$ cat src/design/mgsr_defs.vh
`ifndef MGSR_DEFS_VH
`define MGSR_DEFS_VH

// register indices; byte address is four times the index
`define MGSR_IDX_X_HIGH 4'h3
`define MGSR_IDX_X_LOW 4'h4
`define MGSR_IDX_Y_HIGH 4'h5
`define MGSR_IDX_Y_LOW 4'h6
`define MGSR_IDX_Z_HIGH 4'h7
`define MGSR_IDX_Z_LOW 4'h8
`define MGSR_IDX_STATUS 4'h9
`define MGSR_IDX_IDENT_A 4'hA
`define MGSR_IDX_IDENT_B 4'hB
`define MGSR_IDX_IDENT_C 4'hC

// status field positions
`define MGSR_SR_READY 0
`define MGSR_SR_LOCK 1
`define MGSR_SR_REGEN 2

// result code forced on overflow, -4096
`define MGSR_OVF_MARKER 16'hF000
`define MGSR_RESULT_MIN 16'hF800
`define MGSR_RESULT_MAX 16'h07FF

// op_select_hi/op_select_lo encodings
`define MGSR_MODE_CONT 2'h0
`define MGSR_MODE_SINGLE 2'h1
`define MGSR_MODE_SLEEP 2'h3

// timing
`define MGSR_CLK_HZ 32'd20000000
`define MGSR_CHZ_PER_HZ 32'd100
`define MGSR_RDY_LOW_NS 32'd5000
`define MGSR_RDY_LOW_CYC ((`MGSR_RDY_LOW_NS * (`MGSR_CLK_HZ / 32'd1000000) + 32'd999) / 32'd1000)

// output_rate in hundredths of a hertz
`define MGSR_RATE0_CHZ 32'd75
`define MGSR_RATE1_CHZ 32'd150
`define MGSR_RATE2_CHZ 32'd300
`define MGSR_RATE3_CHZ 32'd750
`define MGSR_RATE4_CHZ 32'd1500
`define MGSR_RATE5_CHZ 32'd3000
`define MGSR_RATE6_CHZ 32'd7500

// bus responses
`define MGSR_RESP_OKAY 2'h0
`define MGSR_RESP_SLVERR 2'h2

`endif

$ cat src/design/mgsr_top.v
`timescale 1ns/1ps
`default_nettype none
`include "mgsr_defs.vh"

// Functional notes
// - X result in two 8-bit registers, high byte at lower address.
// - results are signed 16-bit two's complement within the allowed span.
// - overflow or bias math overflow loads the channel with -4096.
// - overflow marker stays only until the next valid measurement replaces it.
// - after any result read, no new results until all six are read, the mode or config changes, or reset.
// - ready bit and pin stay set until a new result set lands, the regulator turns off, or a single-mode full read.
// - status is read-only: ready bit 0, lock bit 1, regulator bit 2.
// - status bits seven to three read zero.
// - regulator bit follows the internal regulator enable.
// - lock set when some but not all six results were read.
// - lock released on all read, mode change, reset, or config change.
// - ready set once a full result set is written.
// - ready cleared on result write start, in off mode, after all six are read in single mode.
// - ready stays low at least five microseconds once cleared.
// - data-ready pin mirrors the ready status bit.
// - three read-only identification registers with fixed values.
// - Y pair follows X pair, high byte first.
// - Z pair sits just below the status register, high byte first.
// - single mode takes one measurement, sets ready, returns to sleep.
// - continuous mode: first set after two periods, then one per period.
module mgsr_top #(
	parameter [31:0] PERIOD_0 = (`MGSR_CLK_HZ * `MGSR_CHZ_PER_HZ) / `MGSR_RATE0_CHZ,
	parameter [31:0] PERIOD_1 = (`MGSR_CLK_HZ * `MGSR_CHZ_PER_HZ) / `MGSR_RATE1_CHZ,
	parameter [31:0] PERIOD_2 = (`MGSR_CLK_HZ * `MGSR_CHZ_PER_HZ) / `MGSR_RATE2_CHZ,
	parameter [31:0] PERIOD_3 = (`MGSR_CLK_HZ * `MGSR_CHZ_PER_HZ) / `MGSR_RATE3_CHZ,
	parameter [31:0] PERIOD_4 = (`MGSR_CLK_HZ * `MGSR_CHZ_PER_HZ) / `MGSR_RATE4_CHZ,
	parameter [31:0] PERIOD_5 = (`MGSR_CLK_HZ * `MGSR_CHZ_PER_HZ) / `MGSR_RATE5_CHZ,
	parameter [31:0] PERIOD_6 = (`MGSR_CLK_HZ * `MGSR_CHZ_PER_HZ) / `MGSR_RATE6_CHZ,
	// identification values are arbitrary
	parameter [7:0] IDENT_A = 8'h5A,
	parameter [7:0] IDENT_B = 8'h3C,
	parameter [7:0] IDENT_C = 8'h6E
) (
	input wire CLK,
	input wire RST,
	input wire [7:0] S_AXI_AWADDR,
	input wire [2:0] S_AXI_AWPROT,
	input wire S_AXI_AWVALID,
	output wire S_AXI_AWREADY,
	input wire [31:0] S_AXI_WDATA,
	input wire [3:0] S_AXI_WSTRB,
	input wire S_AXI_WVALID,
	output wire S_AXI_WREADY,
	output wire [1:0] S_AXI_BRESP,
	output wire S_AXI_BVALID,
	input wire S_AXI_BREADY,
	input wire [7:0] S_AXI_ARADDR,
	input wire [2:0] S_AXI_ARPROT,
	input wire S_AXI_ARVALID,
	output wire S_AXI_ARREADY,
	output wire [31:0] S_AXI_RDATA,
	output wire [1:0] S_AXI_RRESP,
	output wire S_AXI_RVALID,
	input wire S_AXI_RREADY,
	input wire OP_SELECT_HI,
	input wire OP_SELECT_LO,
	input wire [2:0] OUTPUT_RATE,
	input wire CFG_WRITE,
	input wire REG_ENABLED,
	output wire SAMPLE_REQ,
	input wire MEAS_VALID,
	input wire [15:0] MEAS_X,
	input wire [15:0] MEAS_Y,
	input wire [15:0] MEAS_Z,
	input wire MEAS_X_OVF,
	input wire MEAS_Y_OVF,
	input wire MEAS_Z_OVF,
	output wire SINGLE_DONE,
	output wire DATA_READY_PIN
);

	wire [1:0] op_select;
	wire mode_change;
	wire restart;
	wire lock;
	wire all_read;
	wire update;
	wire ar_hit;
	wire [3:0] ar_idx;
	wire [5:0] rd_hit;
	wire aw_take;
	wire w_take;
	wire aw_have;
	wire w_have;
	wire wr_done;
	reg [1:0] op_select_ff;
	reg [15:0] x_res_ff;
	reg [15:0] y_res_ff;
	reg [15:0] z_res_ff;
	reg [5:0] read_flags_ff;
	reg [5:0] nxt_read_flags;
	reg rdy_ff;
	reg nxt_rdy;
	reg rdy_pend_ff;
	reg nxt_rdy_pend;
	reg [31:0] low_cnt_ff;
	reg [31:0] nxt_low_cnt;
	reg [32:0] pace_cnt_ff;
	reg [32:0] nxt_pace_cnt;
	reg single_arm_ff;
	reg single_wait_ff;
	reg sample_req_ff;
	reg single_done_ff;
	reg [31:0] period;
	reg aw_got_ff;
	reg w_got_ff;
	reg aw_bad_ff;
	reg bvalid_ff;
	reg [1:0] bresp_ff;
	reg rvalid_ff;
	reg [1:0] rresp_ff;
	reg [31:0] rdata_ff;
	reg [7:0] rd_byte;
	reg rd_ok;

	assign op_select = {OP_SELECT_HI, OP_SELECT_LO};
	assign mode_change = (op_select != op_select_ff);
	assign restart = mode_change | CFG_WRITE;

	// read tracking and lock
	assign lock = (|read_flags_ff) & ~(&read_flags_ff);
	assign all_read = &(read_flags_ff | rd_hit);
	assign update = MEAS_VALID & ~lock;

	always @* begin
		nxt_read_flags = read_flags_ff | rd_hit;
		if (all_read | restart) begin
			nxt_read_flags = 6'h00;
		end
	end

	always @(posedge CLK) begin
		if (RST) begin
			read_flags_ff <= 6'h00;
			op_select_ff <= `MGSR_MODE_SLEEP;
		end else begin
			read_flags_ff <= nxt_read_flags;
			op_select_ff <= op_select;
		end
	end

	// result holding; a locked set drops the incoming measurement
	always @(posedge CLK) begin
		if (RST) begin
			x_res_ff <= 16'h0000;
			y_res_ff <= 16'h0000;
			z_res_ff <= 16'h0000;
		end else if (update) begin
			// two's complement words stored as delivered
			// marker replaced by the next good sample
			x_res_ff <= MEAS_X_OVF ? `MGSR_OVF_MARKER : MEAS_X;
			y_res_ff <= MEAS_Y_OVF ? `MGSR_OVF_MARKER : MEAS_Y;
			z_res_ff <= MEAS_Z_OVF ? `MGSR_OVF_MARKER : MEAS_Z;
		end
	end

	// ready bit with minimum low time
	always @* begin
		nxt_rdy = rdy_ff;
		nxt_rdy_pend = rdy_pend_ff;
		nxt_low_cnt = (low_cnt_ff != 32'd0) ? low_cnt_ff - 32'd1 : 32'd0;
		if (!REG_ENABLED) begin
			nxt_rdy = 1'b0;
			nxt_rdy_pend = 1'b0;
			nxt_low_cnt = `MGSR_RDY_LOW_CYC;
		end else if (update) begin
			nxt_rdy = 1'b0;
			nxt_rdy_pend = 1'b1;
			nxt_low_cnt = `MGSR_RDY_LOW_CYC;
		end else if (rdy_pend_ff && low_cnt_ff == 32'd0) begin
			nxt_rdy = 1'b1;
			nxt_rdy_pend = 1'b0;
		end else if (rdy_ff && all_read && (|rd_hit) &&
			op_select == `MGSR_MODE_SINGLE) begin
			nxt_rdy = 1'b0;
			nxt_low_cnt = `MGSR_RDY_LOW_CYC;
		end
	end

	always @(posedge CLK) begin
		if (RST) begin
			rdy_ff <= 1'b0;
			rdy_pend_ff <= 1'b0;
			low_cnt_ff <= 32'd0;
		end else begin
			rdy_ff <= nxt_rdy;
			rdy_pend_ff <= nxt_rdy_pend;
			low_cnt_ff <= nxt_low_cnt;
		end
	end

	assign DATA_READY_PIN = rdy_ff;

	// measurement pacing
	always @* begin
		case (OUTPUT_RATE)
			3'h0: period = PERIOD_0;
			3'h1: period = PERIOD_1;
			3'h2: period = PERIOD_2;
			3'h3: period = PERIOD_3;
			3'h4: period = PERIOD_4;
			3'h5: period = PERIOD_5;
			3'h6: period = PERIOD_6;
			default: period = 32'd0;
		endcase
	end

	always @* begin
		nxt_pace_cnt = pace_cnt_ff;
		if (restart) begin
			nxt_pace_cnt = {period, 1'b0};
		end else if (op_select == `MGSR_MODE_CONT && period != 32'd0) begin
			if (pace_cnt_ff <= 33'd1) begin
				nxt_pace_cnt = {1'b0, period};
			end else begin
				nxt_pace_cnt = pace_cnt_ff - 33'd1;
			end
		end
	end

	always @(posedge CLK) begin
		if (RST) begin
			pace_cnt_ff <= 33'd0;
			single_arm_ff <= 1'b0;
			single_wait_ff <= 1'b0;
			sample_req_ff <= 1'b0;
			single_done_ff <= 1'b0;
		end else begin
			pace_cnt_ff <= nxt_pace_cnt;
			sample_req_ff <= 1'b0;
			single_done_ff <= 1'b0;
			if (restart) begin
				single_arm_ff <= (op_select == `MGSR_MODE_SINGLE);
				single_wait_ff <= 1'b0;
			end else if (op_select == `MGSR_MODE_CONT) begin
				sample_req_ff <= (period != 32'd0) &&
					(pace_cnt_ff == 33'd1);
			end else if (single_arm_ff) begin
				sample_req_ff <= 1'b1;
				single_arm_ff <= 1'b0;
				single_wait_ff <= 1'b1;
			end else if (single_wait_ff && MEAS_VALID) begin
				single_done_ff <= 1'b1;
				single_wait_ff <= 1'b0;
			end
		end
	end

	assign SAMPLE_REQ = sample_req_ff;
	assign SINGLE_DONE = single_done_ff;

	// bus slave: writes are accepted and discarded
	assign S_AXI_AWREADY = ~aw_got_ff & ~bvalid_ff;
	assign S_AXI_WREADY = ~w_got_ff & ~bvalid_ff;
	assign aw_take = S_AXI_AWVALID & S_AXI_AWREADY;
	assign w_take = S_AXI_WVALID & S_AXI_WREADY;
	assign aw_have = aw_got_ff | aw_take;
	assign w_have = w_got_ff | w_take;
	assign wr_done = aw_have & w_have & ~bvalid_ff;

	always @(posedge CLK) begin
		if (RST) begin
			aw_got_ff <= 1'b0;
			w_got_ff <= 1'b0;
			aw_bad_ff <= 1'b0;
			bvalid_ff <= 1'b0;
			bresp_ff <= `MGSR_RESP_OKAY;
		end else begin
			if (aw_take) begin
				aw_bad_ff <= (S_AXI_AWADDR[1:0] != 2'h0) ||
					(S_AXI_AWADDR[5:2] < `MGSR_IDX_X_HIGH) ||
					(S_AXI_AWADDR[5:2] > `MGSR_IDX_IDENT_C) ||
					(S_AXI_AWADDR[7:6] != 2'h0);
			end
			if (wr_done) begin
				aw_got_ff <= 1'b0;
				w_got_ff <= 1'b0;
				bvalid_ff <= 1'b1;
				if (aw_take) begin
					bresp_ff <= ((S_AXI_AWADDR[1:0] != 2'h0) ||
						(S_AXI_AWADDR[5:2] < `MGSR_IDX_X_HIGH) ||
						(S_AXI_AWADDR[5:2] > `MGSR_IDX_IDENT_C) ||
						(S_AXI_AWADDR[7:6] != 2'h0)) ?
						`MGSR_RESP_SLVERR : `MGSR_RESP_OKAY;
				end else begin
					bresp_ff <= aw_bad_ff ? `MGSR_RESP_SLVERR :
						`MGSR_RESP_OKAY;
				end
			end else begin
				if (aw_take) begin
					aw_got_ff <= 1'b1;
				end
				if (w_take) begin
					w_got_ff <= 1'b1;
				end
				if (bvalid_ff && S_AXI_BREADY) begin
					bvalid_ff <= 1'b0;
				end
			end
		end
	end

	assign S_AXI_BVALID = bvalid_ff;
	assign S_AXI_BRESP = bresp_ff;

	// bus slave: reads
	assign S_AXI_ARREADY = ~rvalid_ff;
	assign ar_hit = S_AXI_ARVALID & ~rvalid_ff;
	assign ar_idx = S_AXI_ARADDR[5:2];

	always @* begin
		rd_ok = (S_AXI_ARADDR[1:0] == 2'h0) && (S_AXI_ARADDR[7:6] == 2'h0);
		rd_byte = 8'h00;
		case (ar_idx)
			`MGSR_IDX_X_HIGH: rd_byte = x_res_ff[15:8];
			`MGSR_IDX_X_LOW: rd_byte = x_res_ff[7:0];
			`MGSR_IDX_Y_HIGH: rd_byte = y_res_ff[15:8];
			`MGSR_IDX_Y_LOW: rd_byte = y_res_ff[7:0];
			`MGSR_IDX_Z_HIGH: rd_byte = z_res_ff[15:8];
			`MGSR_IDX_Z_LOW: rd_byte = z_res_ff[7:0];
			`MGSR_IDX_STATUS: begin
				rd_byte = 8'h00;
				rd_byte[`MGSR_SR_READY] = rdy_ff;
				rd_byte[`MGSR_SR_LOCK] = lock;
				rd_byte[`MGSR_SR_REGEN] = REG_ENABLED;
			end
			`MGSR_IDX_IDENT_A: rd_byte = IDENT_A;
			`MGSR_IDX_IDENT_B: rd_byte = IDENT_B;
			`MGSR_IDX_IDENT_C: rd_byte = IDENT_C;
			default: rd_ok = 1'b0;
		endcase
	end

	// one flag per result register, index 3 to 8
	assign rd_hit = (ar_hit && rd_ok &&
		ar_idx >= `MGSR_IDX_X_HIGH && ar_idx <= `MGSR_IDX_Z_LOW) ?
		(6'h01 << (ar_idx - `MGSR_IDX_X_HIGH)) : 6'h00;

	always @(posedge CLK) begin
		if (RST) begin
			rvalid_ff <= 1'b0;
			rresp_ff <= `MGSR_RESP_OKAY;
			rdata_ff <= 32'h00000000;
		end else if (ar_hit) begin
			rvalid_ff <= 1'b1;
			rresp_ff <= rd_ok ? `MGSR_RESP_OKAY : `MGSR_RESP_SLVERR;
			rdata_ff <= rd_ok ? {24'h000000, rd_byte} : 32'h00000000;
		end else if (rvalid_ff && S_AXI_RREADY) begin
			rvalid_ff <= 1'b0;
		end
	end

	assign S_AXI_RVALID = rvalid_ff;
	assign S_AXI_RRESP = rresp_ff;
	assign S_AXI_RDATA = rdata_ff;

endmodule // mgsr_top

`default_nettype wire

$ cat config.mk
export PLATFORM = sky130hd
export DESIGN_NAME = mgsr_top
export DESIGN_NICKNAME = d
export VERILOG_FILES = /design/src/design/mgsr_top.v
export VERILOG_INCLUDE_DIRS = /design/src /design/src/design
export SDC_FILE = /design/constraint.sdc
export NUM_CORES = 1
export LEC_CHECK = 0
export ABC_AREA = 0
export ABC_CLOCK_PERIOD_IN_PS = 2800
export BUFFER_PORTS_ARGS = -buffer_cell sky130_fd_sc_hd__buf_2
export CAP_MARGIN = 20
export CORE_MARGIN = 4
export CORE_UTILIZATION = 45
export CTS_CLUSTER_DIAMETER = 30
export DETAILED_ROUTE_END_ITERATION = 7
export PLACE_DENSITY = 0.72
export SLEW_MARGIN = 20
export SYNTH_ARGS = -nofsm -noshare
export SYNTH_HDL_FRONTEND = slang
export SYNTH_SLANG_ARGS = --single-unit
$ cat constraint.sdc
create_clock -name CLK -period 2.8 [get_ports CLK]
set_input_delay 0.42 -clock CLK [delete_from_list [all_inputs] [get_ports CLK]]
set_output_delay 0.42 -clock CLK [all_outputs]
set_load 0.01 [all_outputs]
==> metrics.md <==
| Metric | Value |
|---|---|
| Outcome | finished, final reports clean |
| FMAX | about 380 MHz |
| Largest net degree at the start of global routing | 58 |
| Startpoint Class | flip-flop |
| Pwr/cell area | between 500 and 600 nW/µm² |
| Max_slew headroom | between 50 and 60% |
| Post-Synthesis Cells | 958 |
| Max-cap violations | 0 |
| H-Tree Depth | 4 |
| Crit share post-route | 94.5% |
| Fraction of registers with async set/reset | 0% |
| First-pass GRT wire length | 33,400 µm |
| Via-to-Cell Ratio | 5.70 |
| GRT Overall Usage | roughly a fifth |
| Final hold violation count | 0 |
| Clock Tree Root | clkbuf_16 |
| CTS max path bufs | 2 |
| Wirelength, routed | roughly 21,000 µm |
| CTS tree | built |
| Hold_buf cts | 0 |
| Drt drc | 0 |
| Portion of the post-synthesis area used by sequential elements | a little under two fifths |
| Initial cell density of the core | 46.0% |
| Drt wl/cell | 16.3 µm |
| Number of CTS-inserted buffers | 17 |
| Synth area leaders | dfxtp_1 (37%), nor2_1 (7.0%), a21oi_1 (6.4%) |
| Number of global-route vias before repair | 6,587 |
| Die H | 138 µm |
| Initial drt markers | 694 |
| Die width | 138 µm |
| Worst skew pair latency | 0.43 ns |
| R2r setup slk | roughly 0.15 ns |
| Primary FF master, synth | dfxtp_1 |
| Setup Fix Bufs, Post-CTS | 0 |
| Mapped Area | around 7700 µm² |
| Site Rows | between 40 and 50 |
| Seq cells post-synth | 142 |
| Number of detailed-route iterations in the first pass | 6 |
| Crit Path Max Fanout | 8 |
| # port buffers | 99 |
| Top-count cell post-synth | nor2_1 |
| I/O pins | 168 |
| HPWL after DPL | between 10,000 and 15,000 µm |
| Synth cell types | 79 |
| Die area | approximately 19,000 µm² |
| Setup TNS | 0 ns |
| Most frequent cells after synthesis | nor2_1 (143), dfxtp_1 (142), a21oi_1 (98) |
| Pwr Total | 5260 µW |
| Area grow syn2layout | 17.6% |
| Total grt overflow | 0 |
| Ant diodes | 0 |
| Largest area contributor in the synthesized netlist | dfxtp_1 |
| Clock skew | between 0.01 and 0.015 ns |
| Post-Syn Area per Cell | around 8.0 µm² |
| Worst EP arrival | 2.97 ns |
| Synth top area share | 37.1% |
| Least-Margin Pin Slew | 0.698 ns |
| Critical Path RT | 3.12 ns |
| Worst Setup End Kind | flip-flop |
| Number of flops mapped to enable cells by yosys | 0 |
| Worst-path clk slew | 0.06 ns |
| YS warnings | 0 |
| Placer Congestion | 0.938 |
| Final Setup Violations | 0 |
| Initial antenna violation count | 0 |
| Minimum clock period | 2.65 ns |
| Layout cells sized above 1 | about 20% |
| Post-DRT Antenna Nets | 0 |
| Slew Limit Fails | 0 |
| Clock Sinks | 142 |
| Nets | 1,181 |
| Core box area | ~17,000 µm² |
| Routed via count | 7,338 |
| Crit path kind | flip-flop to flip-flop |
| RSZ-0062 raised after global routing | false |
| VDD IR max | 403 µV |
| HP Class | input pin to flip-flop |
| Pleak | 0.00353 µW |
[area by class of cell]
class	count	area, µm²
well taps	220	275
fillers	1546	7640
clock inverters	14	158
inverters	12	45.0
clock buffers	18	429
flip-flops and latches	142	2840
multi-input cells	736	4390
repair buffers	145	866
[report_power, final]
part           internal, µW  switching [µW]
logic                   336             491
registers              2110            74.3
clock network          1330             919
total                  3770            1480
[what timing repair did]
item / in CTS / in global routing
resized for setup: 0 / 1
setup endpoints to repair: 0 / 1
endpoints found under the hold margin: 0 / 0
[routing by layer]
layer / wire length (µm) / part of all wire [%] / GRT usage, %
met3: 1670 / 8.0 / 4.56
met2: 9350 / 45 / 31.4
met1: 9490 / 45 / 29.6
met4: 414 / 2.0 / 7.44
met5: 0 / 0 / 0
[sequential cells by signal (all words and copies together) (netlist names), 2 cells and up]
name           cells
S_AXI_RDATA        8
low_cnt_ff        32
op_select_ff       2
pace_cnt_ff       33
read_flags_ff      6
x_res_ff          16
y_res_ff          16
z_res_ff          16
[final timing paths]
check,startpoint,to,cells past startpoint
max,pace_cnt_ff[7],pace_cnt_ff[8],7
min,MEAS_Z[15],z_res_ff[15],3
max reg2reg,pace_cnt_ff[7],pace_cnt_ff[8],7
min reg2reg,low_cnt_ff[0],low_cnt_ff[0],1
[critical path, cell delays in order (launching register included)]
cell,delay (ns)
dfxtp_1,0.36
or4_1,0.69
nor3_2,0.33
and4_1,0.41
buf_4,0.24
nor2_2,0.11
mux2i_1,0.14
a31o_2,0.25
[logic make-up (layout without fill, tap and decap cells)]
family | after synthesis | after routing | synth area share (%)
xor gates and xnor gates | 39 | 39 | 4.46
muxes | 11 | 11 | 1.81
adders and majority gates | 3 | 3 | 0.490
other | 1 | 26 | 0.0490
AOI/OAI and AO/OA | 238 | 238 | 19.8
and+or+nand+nor | 419 | 419 | 29.1
buffers and inverters | 105 | 189 | 7.21
DFF | 142 | 142 | 37.1
[layout by cell type (no fill, tap or decap), types with 17 or more instances in the layout]
| cell type | synthesis | routed |
|---|---|---|
| nor2_1 | 143 | 143 |
| dfxtp_1 | 142 | 142 |
| buf_2 | 9 | 99 |
| a21oi_1 | 98 | 98 |
| nand2_1 | 55 | 55 |
| nor3_1 | 51 | 50 |
| buf_4 | 29 | 44 |
| o21ai_0 | 38 | 38 |
| nor3b_1 | 38 | 38 |
| conb_1 | 1 | 26 |
| nor4_1 | 23 | 23 |
| xor2_1 | 22 | 22 |
| xnor2_1 | 17 | 17 |
| clkbuf_16 | 0 | 17 |
[metrics by stage]
step | cells | util (%) | hold slack, ns | cell area [µm²] | setup slack (ns)
6_report | 1287 | 54.1 | 0.264 | 9000 | 0.153
5_1_grt | 1287 | 54.1 | 0.268 | 9000 | 0.0474
4_1_cts | 1287 | 54.0 | 0.254 | 8990 | 0.0654
3_5_place_dp | 1255 | 50.5 | 0.443 | 8400 | 0.0680
3_3_place_gp | 1255 | 50.5 | 0.427 | 8400 | 0.128
2_1_floorplan | 983 | - | 0.414 | 7750 | 0.418
Power figures use the tool's default switching activity.
